## src/logic/nozzle_pkg.sv

```systemverilog
package nozzle_pkg;

  localparam int COLS        = 16;
  localparam int ROWS        = 13;
  localparam int ADC_BITS    = 8;
  localparam int CTRL_BITS   = 8;
  localparam int ROW_CNT_W   = 4;

  // Register byte offsets
  localparam logic [7:0] OFS_PINS     = 8'h00;
  localparam logic [7:0] OFS_MASK     = 8'h04;
  localparam logic [7:0] OFS_CTRL     = 8'h08;
  localparam logic [7:0] OFS_STATUS   = 8'h0c;
  localparam logic [7:0] OFS_ADC      = 8'h10;
  localparam logic [7:0] OFS_SENSE    = 8'h14;

  // Software pin-control register fields
  localparam int PIN_FAULT_OPEN  = 0;
  localparam int PIN_FAULT_SHORT = 1;
  localparam int PIN_SCAN_LOAD   = 2;

  // Status register fields
  localparam int ST_POWER_OK  = 0;
  localparam int ST_TEST_MODE = 1;
  localparam int ST_ROW_LSB   = 8;

  // Power-up hold
  localparam int POWERUP_US     = 10;
  localparam int CLK_MHZ        = 100;
  localparam int POWERUP_CYCLES = POWERUP_US * CLK_MHZ;
  localparam int PWR_W          = 10;

  localparam logic [1:0] RESP_OKAY   = 2'b00;
  localparam logic [1:0] RESP_SLVERR = 2'b10;

  typedef struct packed {
    logic fire_set_n;
    logic fire_clr_n;
    logic test_mode;
    logic wipe;
  } fire_ctl_t;

  typedef struct packed {
    logic auto_scan_enable;
    logic head_choice;
    logic head_enable_n;
    logic scan_direction;
    logic scan_clear_n;
    logic scan_step;
    logic dec3;
  } scan_ctl_t;

endpackage

```

## src/logic/inkjet_nozzle_fire_control.sv

```systemverilog
// Local design decisions: the address map and the AXI4-Lite register port.
`timescale 1ns/1ns
// Overview of operation
// - Control strobe rise captures shifted control bits
// - Columns fire only with pulse low, test off
// - Mask wipe high holds latch at zero
// - Test mode forces columns off, enables sources
// - Test source needs mask bit and set-pulse low
// - Test mode low enables row short detection
// - Mask load rise copies shift register to latch
// - Mask bits sampled on shift clock rise
// - Set pulse low fires columns with ones
// - Clear pulse low fires columns with zeros
// - Chip reset low clears mask, control, row counter and ADC shift registers
// - ADC go high starts fresh conversion
// - ADC bit valid at shift clock fall
// - ADC result shifted out, eight bits
// - Test mode: fault flag on open load
// - Normal mode: fault flag on row short
// - Two heads, 13 rows by 16 columns
// - Only one head's rows active
// - Column, source, row, short-detect and fault outputs inhibited during power-up
// - Row scan counter can be disabled
// - Auto-scan makes counter drive row decoder
// - Head choice low A, high B
// - Rows enabled only while head enable low
// - Counter up/down, clear low, step on rise
module inkjet_nozzle_fire_control
  import nozzle_pkg::*;
(
  input  wire logic                 aclk,
  input  wire logic                 aresetn,
  input  wire logic                 chip_reset_n,
  input  wire logic                 control_strobe,
  input  wire logic                 mask_serial_in,
  input  wire logic                 mask_shift_clock,
  input  wire logic                 mask_load,
  input  wire fire_ctl_t            fire_pins,
  input  wire scan_ctl_t            scan_pins,
  input  wire logic                 adc_go,
  input  wire logic                 adc_shift_clock,
  output logic                      adc_serial_out,
  output logic                      nozzle_fault_flag,
  output logic [COLS-1:0]           column_drive,
  output logic [COLS-1:0]           test_source,
  output logic [ROWS-1:0]           row_select_a,
  output logic [ROWS-1:0]           row_select_b,
  output logic                      short_detect_en,
  // AXI4-Lite slave
  input  wire logic [7:0]           s_awaddr,
  input  wire logic                 s_awvalid,
  output logic                      s_awready,
  input  wire logic [31:0]          s_wdata,
  input  wire logic [3:0]           s_wstrb,
  input  wire logic                 s_wvalid,
  output logic                      s_wready,
  output logic [1:0]                s_bresp,
  output logic                      s_bvalid,
  input  wire logic                 s_bready,
  input  wire logic [7:0]           s_araddr,
  input  wire logic                 s_arvalid,
  output logic                      s_arready,
  output logic [31:0]               s_rdata,
  output logic [1:0]                s_rresp,
  output logic                      s_rvalid,
  input  wire logic                 s_rready
);

  // Pin synchronisers
  localparam int NSYNC = 7 + $bits(fire_ctl_t) + $bits(scan_ctl_t);
  logic [NSYNC-1:0] sync1;
  logic [NSYNC-1:0] sync2;
  logic [NSYNC-1:0] prev;

  always_ff @(posedge aclk) begin
    if (!aresetn) begin
      sync1 <= '0;
      sync2 <= '0;
      prev  <= '0;
    end else begin
      sync1 <= {chip_reset_n, control_strobe, mask_serial_in, mask_shift_clock,
                mask_load, adc_go, adc_shift_clock, fire_pins, scan_pins};
      sync2 <= sync1;
      prev  <= sync2;
    end
  end

  logic      rst_n_s;
  logic      cstrobe_s;
  logic      sdi_s;
  logic      sclk_s;
  logic      mload_s;
  logic      go_s;
  logic      aclk_s;
  fire_ctl_t fire_s;
  scan_ctl_t scan_s;
  logic      scan_step_prev;
  logic      sclk_prev;
  logic      cstrobe_prev;
  logic      mload_prev;
  logic      aclk_prev;

  assign {rst_n_s, cstrobe_s, sdi_s, sclk_s, mload_s, go_s, aclk_s} = sync2[NSYNC-1 -: 7];
  assign fire_s = sync2[$bits(scan_ctl_t) +: $bits(fire_ctl_t)];
  assign scan_s = sync2[$bits(scan_ctl_t)-1:0];
  assign {cstrobe_prev, sclk_prev, mload_prev} = {prev[NSYNC-2], prev[NSYNC-4], prev[NSYNC-5]};
  assign aclk_prev      = prev[NSYNC-7];
  assign scan_step_prev = prev[1];

  // Pin edge pulses
  logic sclk_rise;
  logic mload_rise;
  logic cstrobe_rise;
  logic adc_shift_clock_rise;
  logic step_rise;

  assign sclk_rise    = sclk_s && !sclk_prev;
  assign mload_rise   = mload_s && !mload_prev;
  assign cstrobe_rise = cstrobe_s && !cstrobe_prev;
  assign adc_shift_clock_rise    = aclk_s && !aclk_prev;
  assign step_rise    = scan_s.scan_step && !scan_step_prev;

  logic chip_clr;
  assign chip_clr = !aresetn || !rst_n_s;

  // Power-up hold
  logic [PWR_W-1:0] pwr_cnt;
  logic             power_ok;

  always_ff @(posedge aclk) begin
    if (!aresetn) begin
      pwr_cnt  <= '0;
      power_ok <= 1'b0;
    end else if (pwr_cnt == PWR_W'(POWERUP_CYCLES - 1)) begin
      power_ok <= 1'b1;
    end else begin
      pwr_cnt <= pwr_cnt + 1'b1;
    end
  end

  // Mask shift register and latch
  logic [COLS-1:0]      mask_shift;
  logic [COLS-1:0]      mask_latch;
  logic [CTRL_BITS-1:0] ctrl_reg;

  always_ff @(posedge aclk) begin
    if (chip_clr) begin
      mask_shift <= '0;
    end else if (sclk_rise) begin
      mask_shift <= {mask_shift[COLS-2:0], sdi_s};
    end
  end

  always_ff @(posedge aclk) begin
    if (chip_clr || fire_s.wipe) begin
      mask_latch <= '0;
    end else if (mload_rise) begin
      mask_latch <= mask_shift;
    end
  end

  always_ff @(posedge aclk) begin
    if (chip_clr) begin
      ctrl_reg <= '0;
    end else if (cstrobe_rise) begin
      ctrl_reg <= mask_shift[CTRL_BITS-1:0];
    end
  end

  // Column drive and test sources
  logic enabled;
  assign enabled = power_ok && !chip_clr;

  always_ff @(posedge aclk) begin
    if (!enabled || fire_s.test_mode) begin
      column_drive <= '0;
    end else begin
      column_drive <= ({COLS{!fire_s.fire_set_n}} & mask_latch)
                    | ({COLS{!fire_s.fire_clr_n}} & ~mask_latch);
    end
  end

  always_ff @(posedge aclk) begin
    if (!enabled || !fire_s.test_mode) begin
      test_source <= '0;
    end else begin
      test_source <= mask_latch & {COLS{!fire_s.fire_set_n}};
    end
  end

  always_ff @(posedge aclk) begin
    short_detect_en <= enabled && !fire_s.test_mode;
  end

  // Row scan counter
  logic [ROW_CNT_W-1:0] row_cnt;
  logic [ROW_CNT_W-1:0] row_idx;

  always_ff @(posedge aclk) begin
    if (chip_clr || (scan_s.auto_scan_enable && !scan_s.scan_clear_n)) begin
      row_cnt <= '0;
    end else if (scan_s.auto_scan_enable && step_rise) begin
      if (scan_s.scan_direction) begin
        row_cnt <= (row_cnt == ROW_CNT_W'(ROWS - 1)) ? '0 : row_cnt + 1'b1;
      end else begin
        row_cnt <= (row_cnt == '0) ? ROW_CNT_W'(ROWS - 1) : row_cnt - 1'b1;
      end
    end
  end

  assign row_idx = scan_s.auto_scan_enable ? row_cnt
                 : {scan_s.dec3, scan_s.scan_direction, scan_s.scan_clear_n, scan_s.scan_step};

  logic [ROWS-1:0] row_onehot;
  always_comb begin
    row_onehot = '0;
    if (row_idx < ROW_CNT_W'(ROWS)) begin
      row_onehot[row_idx] = 1'b1;
    end
  end

  always_ff @(posedge aclk) begin
    if (!enabled || scan_s.head_enable_n) begin
      row_select_a <= '0;
      row_select_b <= '0;
    end else if (!scan_s.head_choice) begin
      row_select_a <= row_onehot;
      row_select_b <= '0;
    end else begin
      row_select_a <= '0;
      row_select_b <= row_onehot;
    end
  end

  // Fault flag from software-fed analog sense bits
  logic [2:0] sense;
  always_ff @(posedge aclk) begin
    if (!enabled) begin
      nozzle_fault_flag <= 1'b0;
    end else if (fire_s.test_mode) begin
      nozzle_fault_flag <= sense[PIN_FAULT_OPEN];
    end else begin
      nozzle_fault_flag <= sense[PIN_FAULT_SHORT];
    end
  end

  // A/D readout
  logic [ADC_BITS-1:0] adc_sample;
  logic [ADC_BITS-1:0] adc_shift;

  always_ff @(posedge aclk) begin
    if (chip_clr) begin
      adc_shift      <= '0;
      adc_serial_out <= 1'b0;
    end else if (go_s) begin
      adc_shift      <= adc_sample;
      adc_serial_out <= adc_sample[ADC_BITS-1];
    end else if (adc_shift_clock_rise) begin
      adc_serial_out <= adc_shift[ADC_BITS-2];
      adc_shift      <= {adc_shift[ADC_BITS-2:0], 1'b0};
    end
  end

  // AXI4-Lite write path
  logic [7:0]  aw_addr;
  logic        aw_held;
  logic [31:0] w_data;
  logic        w_held;

  // Registered ready, reopened once the response is taken
  always_ff @(posedge aclk) begin
    if (!aresetn) begin
      s_awready <= 1'b0;
    end else if (s_awvalid && s_awready) begin
      s_awready <= 1'b0;
    end else if (!aw_held && !s_bvalid) begin
      s_awready <= 1'b1;
    end
  end

  always_ff @(posedge aclk) begin
    if (!aresetn) begin
      s_wready <= 1'b0;
    end else if (s_wvalid && s_wready) begin
      s_wready <= 1'b0;
    end else if (!w_held && !s_bvalid) begin
      s_wready <= 1'b1;
    end
  end

  always_ff @(posedge aclk) begin
    if (!aresetn) begin
      aw_held    <= 1'b0;
      w_held     <= 1'b0;
      aw_addr    <= '0;
      w_data     <= '0;
      s_bvalid   <= 1'b0;
      s_bresp    <= RESP_OKAY;
      sense      <= '0;
      adc_sample <= '0;
    end else begin
      if (s_awvalid && s_awready) begin
        aw_held <= 1'b1;
        aw_addr <= s_awaddr;
      end
      if (s_wvalid && s_wready) begin
        w_held <= 1'b1;
        w_data <= s_wdata;
      end
      if (aw_held && w_held) begin
        aw_held  <= 1'b0;
        w_held   <= 1'b0;
        s_bvalid <= 1'b1;
        s_bresp  <= RESP_OKAY;
        if (aw_addr == OFS_SENSE) begin
          sense <= w_data[2:0];
        end else if (aw_addr == OFS_ADC) begin
          adc_sample <= w_data[ADC_BITS-1:0];
        end else begin
          s_bresp <= RESP_SLVERR;
        end
      end
      if (s_bvalid && s_bready) begin
        s_bvalid <= 1'b0;
      end
    end
  end

  // AXI4-Lite read path
  logic [31:0] status_word;
  assign status_word = {16'h0000, 4'h0, row_cnt, 6'h00, fire_s.test_mode, power_ok};

  always_ff @(posedge aclk) begin
    if (!aresetn) begin
      s_arready <= 1'b0;
    end else if (s_arvalid && s_arready) begin
      s_arready <= 1'b0;
    end else if (!s_rvalid) begin
      s_arready <= 1'b1;
    end
  end

  always_ff @(posedge aclk) begin
    if (!aresetn) begin
      s_rvalid <= 1'b0;
      s_rdata  <= '0;
      s_rresp  <= RESP_OKAY;
    end else if (s_arvalid && s_arready) begin
      s_rvalid <= 1'b1;
      s_rresp  <= RESP_OKAY;
      if (s_araddr == OFS_PINS) begin
        s_rdata <= {16'h0000, column_drive};
      end else if (s_araddr == OFS_MASK) begin
        s_rdata <= {mask_shift, mask_latch};
      end else if (s_araddr == OFS_CTRL) begin
        s_rdata <= {24'h000000, ctrl_reg};
      end else if (s_araddr == OFS_STATUS) begin
        s_rdata <= status_word;
      end else if (s_araddr == OFS_ADC) begin
        s_rdata <= {24'h000000, adc_sample};
      end else if (s_araddr == OFS_SENSE) begin
        s_rdata <= {29'h0, sense};
      end else begin
        s_rdata <= '0;
        s_rresp <= RESP_SLVERR;
      end
    end else if (s_rvalid && s_rready) begin
      s_rvalid <= 1'b0;
    end
  end

endmodule

```

## config.mk

```make
export PLATFORM = sky130hd
export DESIGN_NAME = inkjet_nozzle_fire_control
export DESIGN_NICKNAME = d
export VERILOG_FILES = /design/src/logic/nozzle_pkg.sv /design/src/logic/inkjet_nozzle_fire_control.sv
export SDC_FILE = /design/constraint.sdc
export NUM_CORES = 1
export LEC_CHECK = 0
export ABC_CLOCK_PERIOD_IN_PS = 2500
export BUFFER_PORTS_ARGS = -buffer_cell sky130_fd_sc_hd__buf_2
export CORE_MARGIN = 3
export CORE_UTILIZATION = 56
export CTS_BUF_LIST = sky130_fd_sc_hd__clkbuf_4 sky130_fd_sc_hd__clkbuf_8
export DETAILED_ROUTE_END_ITERATION = 12
export PLACE_DENSITY = 0.82
export SKIP_CTS_REPAIR_TIMING = 1
export SLEW_MARGIN = 10
export SYNTH_ARGS = -nofsm -noshare
export SYNTH_HDL_FRONTEND = slang
export SYNTH_SLANG_ARGS = --single-unit
```

## constraint.sdc

```tcl
create_clock -name aclk -period 2.5 [get_ports aclk]
set_input_delay 0.5 -clock aclk [delete_from_list [all_inputs] [get_ports aclk]]
set_output_delay 0.5 -clock aclk [all_outputs]
set_load 0.01 [all_outputs]
```

-- Word level (Yosys, flattened, before mapping)
Cells that the tools add are included.
W data, S select, Z words.
- flip-flop bits (word level): 246
- input port bits: 77
- output and inout port bits: 102
- logic and storage cells: 134
- add/subtract/negate cells: 3
- $lt $le $gt $ge: 3
- equality and inequality tests: 9
- multiplexer cells: 28
- bitwise logic cells: 7
- reductions and logical operators: 53
- operator list (kind ; number):
    $mux W32 ; 2
    $and A16 B16 Y16 ; 2
    $eq A8 B5 Y1 const B ; 4
    $mux W12 ; 2
    $logic_and A1 B1 Y1 ; 18
    $eq A8 B4 Y1 const B ; 2
    $logic_not A1 Y1 ; 16
    $mux W2 ; 8
    $mux W4 ; 4
    $not A16 Y16 ; 1
    $or A16 B16 Y16 ; 1
    $mux W7 ; 2
    $reduce_or A2 Y1 ; 7
    $mux W13 ; 1
    $add A10 B1 Y10 const B ; 1
    $eq A10 B10 Y1 const B ; 1
    $eq A8 B3 Y1 const B ; 1
    $logic_not A8 Y1 ; 1
    $mux W8 ; 1
    $logic_or A1 B1 Y1 ; 6
    $mux W1 ; 6
    $lt A4 B5 Y1 const B ; 1
    $add A4 B1 Y4 const B ; 1
    $demux W1 S4 ; 1
    10 further kinds ; 13

-- Depth between registers and ports, before layout
Gate-level depths: netlist of run 1.
- depth in word-level cells: 7
- gate-level depth with buffers: 7
- gate-level depth less buffers: 6

-- Worst setup path after synthesis of run 1
OpenSTA, ideal clock, no wires.
- path kind: input to register
- from: input port s_araddr[7]
- to: register s_rdata[13]
- library setup time: 0.066 ns
- data arrival time: 2.077 ns
- data required time: 2.434 ns
- setup slack: 0.357 ns
- stages on the path: 5
- buffers on the path: 1
- cell sequence: or4_4 or4_4 buf_6 or3_1 a21oi_2
- word-level cells in the longest chain between the ends: 3
- elaborated cells on any way between the ends: 4
- classes of those cells: eq/ne: 1; mux: 2; reduce/logical: 1
- ends and longest elaborated chain (item ; line ; RTL):
    start, declared ; inkjet_nozzle_fire_control.sv:60 ; input wire logic [7:0] s_araddr,
    $eq A8 B3 Y1 ; inkjet_nozzle_fire_control.sv:353 ; end else if (s_araddr == OFS_MASK) begin
    $mux W32 ; inkjet_nozzle_fire_control.sv:353 ;
    $mux W32 (*) ; inkjet_nozzle_fire_control.sv:351 ; if (s_araddr == OFS_PINS) begin
    end signal, assigned ; inkjet_nozzle_fire_control.sv:352 ; s_rdata <= {16'h0000, column_drive};
    end signal, assigned ; inkjet_nozzle_fire_control.sv:354 ; s_rdata <= {mask_shift, mask_latch};
    end signal, assigned ; inkjet_nozzle_fire_control.sv:356 ; s_rdata <= {24'h000000, ctrl_reg};
    end, declared ; inkjet_nozzle_fire_control.sv:63 ; output logic [31:0] s_rdata,
Mark *: on every way between the ends. The rest lies on a longest branch, timed or not.
A chain may end at the register's enable or synchronous reset.

-- Worst setup path in the final report of run 1
- from: register aw_addr[7]
- to: register adc_sample[4]
- word-level cells in the longest chain between the ends: 3
- elaborated cells on any way between the ends: 4
- classes of those cells: eq/ne: 2; bitwise: 1; reduce/logical: 1
- ends and longest elaborated chain (item ; line ; RTL):
    start, declared ; inkjet_nozzle_fire_control.sv:265 ; logic [7:0] aw_addr;
    start signal, assigned ; inkjet_nozzle_fire_control.sv:304 ; aw_addr <= s_awaddr;
    $eq A8 B5 Y1 ; inkjet_nozzle_fire_control.sv:315 ; if (aw_addr == OFS_SENSE) begin
    $not A1 Y1 (no source line) ; -- ;
    $reduce_and A3 Y1 (no source line) (*) ; -- ;
    end signal, assigned ; inkjet_nozzle_fire_control.sv:318 ; adc_sample <= w_data[ADC_BITS-1:0];
    end, declared ; inkjet_nozzle_fire_control.sv:248 ; logic [ADC_BITS-1:0] adc_sample;
Marked as above.

==> metrics, run 1 <==
Worst IR Drop VDD 0.000501 V; num ports 179; buffering stage count on the worst path with inverters included 0; clk root buf sky130_fd_sc_hd__clkbuf_8; Pwr per Cell Area 730 nW/um2; Post-Syn Area per Cell 9.23 um2; number of synthesized flops with an enable pin 0; status complete, no violations; first-pass GRT wire length 32,600 um; type of element capturing the critical path flop; Hold Path Stages 2; area added between synthesis and finish 18.6%; number of vias per cell after detailed routing 5.56; Worst Hold Slack 0.187 ns; count of standard-cell rows 44; Synth Area in Compound Gates 0.134; final total power 7.39 mW; final critical-path required period 1.96 ns; antenna violations before repair 0; Congestion Overflow GR 0; highest routed layer met4; Port Buf Inserts 148; cell accounting for the most synthesized area sky130_fd_sc_hd__dfxtp_1; DIE AREA 16,800 um2; Worst Min Path Start scan_pins[1]; Primary FF master, synth sky130_fd_sc_hd__dfxtp_1; Worst Path Arrival 2.33 ns; mux contribution to synthesized area 0.0474; CTS buffer count 36; maximum fanout along the worst path 16; Final Hold Viols 0; total of max-cap violations 0; CTS tree yes; met2 routed WL 9640 um; number of inserted diodes 0; clock latency on the worst-skew pair 0.51 ns; crit path kind flop to flop; placed wire-length estimate after detailed placement 14,100 um; sum of met3 wire segment lengths after detailed routing 1460 um; number of flip-flops under the largest register name 32; delay contributed by the slowest stage of the critical path 0.71 ns; via count of the first global-routing pass 6,558; number of iterations in the first detailed-routing pass 5; deepest clock path buffer count 3; Final Slew Violations 0; area share of the largest cell type after synthesis 0.544; area share of and/or/nand/nor cells after synthesis 0.223; setup-violating endpoint count in the final report 0; horizontal die dimension 129 um; Hold Path Class primary input to flop; Syn. warnings 0; proportion of layout cells with a drive suffix above 1 0.227; aggregate routed wire length 20,400 um; final standard cell count with taps included and fillers excluded 1,269; clock-pin slew on the worst setup and hold paths 0.06 ns; count of state elements after synthesis 232; Placement Setup Slack 0.205 ns; post-detailed-route DRC marker count 0; register with the most flip-flops s_rdata; Synth area leaders sky130_fd_sc_hd__dfxtp_1, sky130_fd_sc_hd__nand2_1, sky130_fd_sc_hd__and2_1; commonest cells in the netlist sky130_fd_sc_hd__dfxtp_1, sky130_fd_sc_hd__nand2_1, sky130_fd_sc_hd__a21oi_1; top cell family by delay on the critical path simple AND/OR/NAND/NOR gates; total placed cells including tap cells 1,210; Register-to-Register Path Depth 3; minimum setup slack in the final design 0.538 ns; Period Utilization, post-route 0.785; slowest cell on the critical path sky130_fd_sc_hd__or4b_2; RR Startpoint aw_addr[7]; cells along the critical path or4b_2 > nor4_4 > o21ai_0; RSZ-0062 raised after global routing false; total via count in the routed design 7,058; Post-DRT Antenna Nets 0; synthesized cell area 8530 um2; most frequently used cell type in the post-synthesis netlist sky130_fd_sc_hd__dfxtp_1; adder and majority cell fraction of the synthesized area 0.00440; effective utilization at floorplan 0.580; Routed met1 length 8750 um; overall routing resource usage 0.243; Synth async-reset ratio 0; placer's final routability congestion estimate 0.883; number of instances in the synthesized netlist 924; H-Tree Depth 2; number of clock sinks 232; detailed router's first-iteration violation count 568; critical path required time 2.87 ns; maximum number of pins on one net before global-route repair 63; count of cell types in the netlist 61; Std-Cell Core Area 14,700 um2; combinational family with the most area after synthesis simple AND/OR/NAND/NOR gates; DR WL/cell 16.1 um; Highest Clock Rate 510 MHz; Die H 129 um; registers with the most flip-flops s_rdata: 32 flops, sync1: 18 flops, sync2: 18 flops; Lkg Pwr 4.11 nW; final clock skew 0.00860 ns; setup TNS after final layout 0 ns; type of element launching the critical path flop; sequential share of the synthesized area 0.544; worst-case hold path end point sync1[1]; reg2reg end adc_sample[4]; Worst-Margin Slew 1.23 ns; flop2flop setup slack 0.54 ns; nets 1,144; worst relative slew slack 0.180; XOR/XNOR Fraction of Synth Area 0.00821
-- worst max-delay path by stage --
| stage | from | to | slack (ns) | cells after the start |
|---|---|---|---|---|
| after global placement | s_araddr[7] | s_rdata[13] | 0.21 | 5 |
| after detailed placement | s_araddr[7] | s_rdata[15] | 0.21 | 5 |
| after global routing | aw_addr[7] | adc_sample[1] | 0.36 | 3 |
| after CTS | aw_addr[7] | adc_sample[1] | 0.52 | 3 |
| final | aw_addr[7] | adc_sample[4] | 0.54 | 3 |
| after floorplan | s_araddr[7] | s_rdata[13] | 0.36 | 5 |
-- layer usage --
metal,vias to the layer above,track usage
li1,3433,-
met1,3300,0.320
met2,266,0.390
met3,59,0.0569
met4,0,0.0941
met5,-,0
-- where the power goes --
group	switching, mW	total, mW	internal (mW)
sequential	0.0515	3.81	3.76
clock	1.36	3.27	1.91
combinational	0.192	0.316	0.125
-- through the flow --
stage | utilization | area, um2
global placement | 0.637 | 9360
finish | 0.688 | 10100
global route | 0.688 | 10100
floorplan | - | 8530
detailed placement | 0.637 | 9360
CTS | 0.688 | 10100
-- area by class of cell --
type	count	area, um2
Clock inverter	3	40.0
Timing Repair Buffer	163	853
Fill cell	1142	4580
Multi-Input combinational cell	613	3570
Inverter	18	67.6
Clock buffer	56	714
Tap cell	184	230
Sequential cell	232	4640
-- cell families (layout without fill, tap and decap cells) --
family                     count (synthesis)  count (layout)
DFF                                      232             232
muxes                                     39              39
other                                      1               2
and+or+nand+nor                          382             382
buffers and inverters                     80             240
adders and majority gates                  3               3
xor gates and xnor gates                   8               8
AOI/OAI and AO/OA                        179             179
-- cells in the final DEF, fill, tap and decap left out, types with 3 or more instances in the layout --
cell and n:
sky130_fd_sc_hd__xnor2_1 6, sky130_fd_sc_hd__nand2_1 123, sky130_fd_sc_hd__a32oi_1 5, sky130_fd_sc_hd__mux2i_1 28, sky130_fd_sc_hd__o21ai_0 26, sky130_fd_sc_hd__nor2_1 68, sky130_fd_sc_hd__clkbuf_4 9, sky130_fd_sc_hd__and3_1 3
sky130_fd_sc_hd__a22o_1 17, sky130_fd_sc_hd__a21oi_2 3, sky130_fd_sc_hd__dfxtp_1 232, sky130_fd_sc_hd__buf_4 15, sky130_fd_sc_hd__clkbuf_8 47, sky130_fd_sc_hd__or3_1 6, sky130_fd_sc_hd__nor2b_1 28, sky130_fd_sc_hd__a211oi_1 23
sky130_fd_sc_hd__buf_2 148, sky130_fd_sc_hd__ha_1 3, sky130_fd_sc_hd__nand4_1 3, sky130_fd_sc_hd__o32ai_1 3, sky130_fd_sc_hd__and2_1 67, sky130_fd_sc_hd__inv_1 17, sky130_fd_sc_hd__nand3_1 38, sky130_fd_sc_hd__mux2_2 11
sky130_fd_sc_hd__nor3b_1 3, sky130_fd_sc_hd__o31ai_1 5, sky130_fd_sc_hd__nand2b_1 10, sky130_fd_sc_hd__nor4_1 6, sky130_fd_sc_hd__nor3_1 11, sky130_fd_sc_hd__a2bb2oi_1 5, sky130_fd_sc_hd__a21oi_1 76
-- worst reg2reg max path: cells and delay by family, from the launching register on --
| family | cells | cell delay, ns |
|---|---|---|
| compound gates | 1 | 0.19 |
| flops | 1 | 0.30 |
| simple gates | 2 | 1.32 |
(Power assumes the default switching activity.)
==> run 2: changes to the inputs <==
ABC_CLOCK_PERIOD_IN_PS = 1700   (was 2500)
CORE_UTILIZATION = 51   (was 56)
PLACE_DENSITY = 0.79   (was 0.82)
clock period = 1.7 ns   (was 2.5 ns; I/O delays follow)
==> run 2 against run 1 <==
Critical path depth rose by 3. Register-to-register slack worse by 0.41 ns. Maximum frequency grew 25%. First-iteration DRC count fell by 12%. Critical path type unchanged.
==> metrics, run 2 (synthesis results as in run 1) <==
type of element launching the critical path flop; area added between synthesis and finish 21.3%; CTS tree yes; registers with the most flip-flops s_rdata: 32 flops, sync1: 18 flops, sync2: 18 flops; number of inserted diodes 0 (unchanged); buffering stage count on the worst path with inverters included 1 (+1); count of standard-cell rows 46 (+4.5%); detailed router's first-iteration violation count 500 (-12%); number of vias per cell after detailed routing 5.20 (-6.5%); number of flip-flops under the largest register name 32 (unchanged); clk root buf sky130_fd_sc_hd__clkbuf_8; Final Slew Violations 0 (unchanged); DR WL/cell 14.5 um (-10%); total of max-cap violations 0 (unchanged); Hold Path Class primary input to flop; setup-violating endpoint count in the final report 0 (unchanged); Period Utilization, post-route 0.927 (+0.142); startpoint of the worst setup timing path row_cnt[0]; maximum fanout along the worst path 7 (-9); clock-pin slew on the worst setup and hold paths 0.06 ns (about the same); deepest clock path buffer count 3 (unchanged); proportion of layout cells with a drive suffix above 1 0.245 (+0.0185); Port Buf Inserts 148 (unchanged); Pwr per Cell Area 1030 nW/um2 (+41%); Final Hold Viols 0 (unchanged); Std-Cell Core Area 16,100 um2 (+9.6%); Placement Setup Slack -0.337 ns (-0.542 ns); cells along the critical path inv_1 > ha_1 > nand2b_1 > o221ai_1 > a221oi_1 > a211oi_1; DIE AREA 18,300 um2 (+9.3%); first-pass GRT wire length 31,000 um (-4.9%); number of iterations in the first detailed-routing pass 5 (unchanged); top cell family by delay on the critical path compound AO/OA/AOI/OAI gates; Lkg Pwr 4.22 nW (+2.6%); Register-to-Register Path Depth 6 (+3); CP Depth 6 (+3); Worst Path Arrival 1.98 ns (-0.35 ns); minimum setup slack in the final design 0.125 ns (-0.414 ns); status complete, no violations; number of clock sinks 232 (unchanged); reg2reg end row_cnt[3]; H-Tree Depth 2 (unchanged); worst relative slew slack 0.491 (+0.311); via count of the first global-routing pass 6,390 (-2.6%); Highest Clock Rate 635 MHz (+25%); register with the most flip-flops s_rdata; maximum number of pins on one net before global-route repair 54 (-14%); slowest cell on the critical path sky130_fd_sc_hd__dfxtp_1; RSZ-0062 raised after global routing false; capture point of the worst path row_cnt[3]; placer's final routability congestion estimate 0.865 (-2.0%); overall routing resource usage 0.207 (-0.0357); post-detailed-route DRC marker count 0 (unchanged); Worst IR Drop VDD 0.000597 V (+19%); type of element capturing the critical path flop; Hold Path Stages 2 (unchanged); final clock skew 0.0306 ns (+0.0220 ns); Congestion Overflow GR 0 (unchanged); placed wire-length estimate after detailed placement 13,800 um (-2.3%); aggregate routed wire length 19,200 um (-6.3%); RR Startpoint row_cnt[0]; commonest non-fill, non-tap cell in the layout sky130_fd_sc_hd__dfxtp_1; effective utilization at floorplan 0.529 (-0.0510); flop2flop setup slack 0.12 ns (-0.41 ns); nets 1,168 (+2.1%); Die H 135 um (+4.6%); total via count in the routed design 6,894 (-2.3%); num ports 179 (unchanged); Worst-Margin Slew 0.762 ns (-0.464 ns); final critical-path required period 1.58 ns (-0.386 ns); Post-Place Cell Area 9610 um2 (+2.7%); antenna violations before repair 2 (+2); crit path kind flop to flop; clock latency on the worst-skew pair 0.52 ns (about the same); delay contributed by the slowest stage of the critical path 0.33 ns (-0.38 ns); Post-DRT Antenna Nets 0 (unchanged); commonest cells after routing, fill and taps aside sky130_fd_sc_hd__dfxtp_1, sky130_fd_sc_hd__buf_2, sky130_fd_sc_hd__nand2_1, sky130_fd_sc_hd__a21oi_1; cell area after layout 10,300 um2 (+2.2%); horizontal die dimension 135 um (+4.6%); critical path required time 2.10 ns (-0.77 ns); CTS buffer count 36 (unchanged)
-- run 2: layout make-up --
type                            count  area [um2]
Tap cell                          216         270
Inverter                           18        67.6
Clock buffer                       52         684
Multi-Input combinational cell    613        3580
Sequential cell                   232        4640
Fill cell                        1285        5770
Timing Repair Buffer              187        1060
Clock inverter                      7        40.0
-- run 2: per-stage QoR --
stage | cells | hold WS, ns | power [mW] | utilization | TNS [ns]
after floorplan | 925 | 0.412 | 6.01 | - | -3.56
after global placement | 1266 | 0.417 | 6.18 | 0.596 | -6.54
after detailed placement | 1266 | 0.422 | 6.20 | 0.596 | -7.08
after CTS | 1325 | -0.00346 | 10.8 | 0.641 | -1.20
after global routing | 1325 | 0.000589 | 11.1 | 0.642 | 0
final | 1325 | 0.0262 | 10.7 | 0.642 | 0
-- run 2: power breakdown --
part	internal (mW)	total, mW	switching, mW
sequential	5.52	5.59	0.0682
combinational	0.210	0.489	0.280
clock	2.58	4.57	2.00
total	8.31	10.7	2.35
-- run 2: worst min path at each step --
stage | endpoint | startpoint | slack [ns]
2_1_floorplan | sync2[0] | sync1[0] | 0.41
3_3_place_gp | sync2[11] | sync1[11] | 0.42
3_5_place_dp | sync2[11] | sync1[11] | 0.42
4_1_cts | sync1[5] | scan_pins[5] | -0.003
5_1_grt | sync1[13] | mask_load | 0.0006
6_report | sync1[6] | scan_pins[6] | 0.03
-- run 2: routing by layer --
layer	track usage	up-vias	share of wire
met1	0.277	3133	0.45
met5	0	-	0.0014
met3	0.0539	36	0.080
li1	-	3484	-
met4	0.0672	4	0.020
met2	0.330	237	0.45
-- run 2: worst reg2reg max path, cell delays in order, from the launching register on --
cell                       delay, ns
sky130_fd_sc_hd__dfxtp_1        0.33
sky130_fd_sc_hd__inv_1          0.14
sky130_fd_sc_hd__ha_1           0.30
sky130_fd_sc_hd__nand2b_1       0.16
sky130_fd_sc_hd__o221ai_1       0.13
sky130_fd_sc_hd__a221oi_1       0.29
sky130_fd_sc_hd__a211oi_1       0.11
==> run 3: changes to the inputs <==
--- a/config.mk
+++ b/config.mk
@@ -11,4 +11,5 @@
 export CORE_UTILIZATION = 51
 export CTS_BUF_LIST = sky130_fd_sc_hd__clkbuf_4 sky130_fd_sc_hd__clkbuf_8
+export CTS_CLUSTER_SIZE = 12
 export DETAILED_ROUTE_END_ITERATION = 12
 export PLACE_DENSITY = 0.79
==> constraint.sdc (replaced) <==
create_clock -name aclk -period 1.7 [get_ports aclk]
set_input_delay 0.17 -clock aclk [delete_from_list [all_inputs] [get_ports aclk]]
set_output_delay 0.17 -clock aclk [all_outputs]
set_load 0.01 [all_outputs]
==> run 3 against run 2 <==
Maximum frequency up 1.3%. Count of clock-buffer cells in the layout up 3. Final cell count up 2.9%. Final area up 3.6%. Critical path type unchanged. Total power up 1.3%. Sequential power about the same. Setup slack better by 0.020 ns. Sequential share of layout area down 1.6 points. Die area unchanged. Sequential cell count unchanged.
==> metrics, run 3 (synthesis results as in run 1) <==
Hold Path Class primary input to flop; Pwr per Cell Area 1010 nW/um2 (-2.2%); critical path required time 2.13 ns (+0.03 ns); overall routing resource usage 0.215 (+0.00735); Port Buf Inserts 148 (unchanged); registers with the most flip-flops s_rdata: 32 flops, sync1: 18 flops, sync2: 18 flops; type of element capturing the critical path flop; Congestion Overflow GR 0 (unchanged); final critical-path required period 1.56 ns (-0.0199 ns); CTS buffer count 36 (unchanged); num ports 179 (unchanged); Post-Place Cell Area 9620 um2 (+0.10%); proportion of layout cells with a drive suffix above 1 0.240 (-0.00485); Final Hold Viols 0 (unchanged); number of clock sinks 232 (unchanged); register with the most flip-flops s_rdata; effective utilization at floorplan 0.529 (unchanged); RR Startpoint row_cnt[1]; Highest Clock Rate 643 MHz (+1.3%); number of iterations in the first detailed-routing pass 7 (+2); aggregate routed wire length 20,600 um (+7.2%); commonest non-fill, non-tap cell in the layout sky130_fd_sc_hd__dfxtp_1; setup TNS after final layout 0 ns (unchanged); deepest clock path buffer count 3 (unchanged); Worst Min Path Start s_awvalid; total via count in the routed design 7,130 (+3.4%); DR WL/cell 15.1 um (+4.2%); maximum number of pins on one net before global-route repair 46 (-15%); fraction of power consumed by combinational cells 0.054 (+0.008); final core utilization 0.665 (+0.0232); post-detailed-route DRC marker count 0 (unchanged); Std-Cell Core Area 16,100 um2 (unchanged); number of flip-flops under the largest register name 32 (unchanged); Worst Hold Slack 0.00952 ns (-0.0167 ns); placer's final routability congestion estimate 0.829 (-4.2%); Post-DRT Antenna Nets 0 (unchanged); total of max-cap violations 0 (unchanged); CTS tree yes; sequential power share 0.517 (-0.008); first-pass GRT wire length 32,100 um (+3.5%); DIE AREA 18,300 um2 (unchanged); area added between synthesis and finish 25.6%; horizontal die dimension 135 um (unchanged); status complete, no violations; commonest cells after routing, fill and taps aside sky130_fd_sc_hd__dfxtp_1, sky130_fd_sc_hd__buf_2, sky130_fd_sc_hd__nand2_1, sky130_fd_sc_hd__a21oi_1; RSZ-0062 raised after global routing false; clock latency on the worst-skew pair 0.53 ns (about the same); Worst IR Drop VDD 0.000617 V (+3.3%); Period Utilization, post-route 0.915 (-0.0117); antenna violations before repair 1 (-1); crit path kind flop to flop; Lkg Pwr 4.38 nW (+3.7%); Worst Path Arrival 1.99 ns (about the same); number of inserted diodes 0 (unchanged); via count of the first global-routing pass 6,602 (+3.3%); H-Tree Depth 2 (unchanged); count of standard-cell rows 46 (unchanged); setup-violating endpoint count in the final report 0 (unchanged); total placed cells including tap cells 1,269 (+0.24%); cell area after layout 10,700 um2 (+3.6%); number of vias per cell after detailed routing 5.23 (+0.47%); detailed router's first-iteration violation count 448 (-10%); maximum fanout along the worst path 6 (-1); switching component of the power 2.40 mW (+2.1%); placed wire-length estimate after detailed placement 14,100 um (+2.7%); Final Slew Violations 0 (unchanged); clock-pin slew on the worst setup and hold paths 0.06 ns (about the same); clk root buf sky130_fd_sc_hd__clkbuf_8; Die H 135 um (unchanged); clock network fraction of total power 0.429 (about the same); final clock skew 0.0307 ns (+0.0000756 ns); Worst-Margin Slew 0.744 ns (-0.0186 ns); Int Pwr 8.40 mW (+1.1%); type of element launching the critical path flop; nets 1,207 (+3.3%); final standard cell count with taps included and fillers excluded 1,364 (+2.9%); Switching Fraction 0.222 (+0.00171); startpoint of the worst setup timing path row_cnt[1]; worst relative slew slack 0.504 (+0.0124)
-- run 3: power groups by stage --
stage,clock network (mW),logic (mW),registers (mW)
2_1_floorplan,0,0.326,5.68
3_3_place_gp,0,0.489,5.70
3_5_place_dp,0,0.501,5.70
4_1_cts,4.72,0.504,5.58
5_1_grt,4.94,0.637,5.59
6_report,4.64,0.578,5.58
-- run 3: final timing paths --
| check | slack (ns) | cells after the start | endpoint |
|---|---|---|---|
| max | 0.14 | 5 | row_cnt[3] |
| min | 0.01 | 3 | aw_addr[3] |
| max reg2reg | 0.14 | 5 | row_cnt[3] |
| min reg2reg | 0.42 | 1 | sync2[8] |
-- run 3: per-stage QoR --
stage	power, mW	setup slack, ns
floorplan	6.01	-0.0959
global placement	6.19	-0.134
detailed placement	6.20	-0.146
CTS	10.8	-0.0526
global route	11.2	0.00831
finish	10.8	0.144
-- run 3: cell type report --
type	instances	area, um2
clock buffer	55	701
multi-input combinational	613	3580
inverter	18	67.6
timing repair buffer	226	1430
tap	216	270
clock inverter	4	25.0
fill	1258	5400
sequential	232	4640
-- run 3: per-layer routing --
metal	up-vias	wire length (um)	GRT usage
met3	39	1440	0.0520
li1	3557	-	-
met1	3284	8880	0.279
met4	2	422	0.0711
met2	248	9810	0.353
met5	-	7	0
-- run 3: worst max-delay path: stages (launching register included) --
cell                       delay [ns]
sky130_fd_sc_hd__dfxtp_1         0.33
sky130_fd_sc_hd__buf_4           0.17
sky130_fd_sc_hd__or4_1           0.52
sky130_fd_sc_hd__o211ai_1        0.11
sky130_fd_sc_hd__a221oi_1        0.11
sky130_fd_sc_hd__a211oi_1        0.23
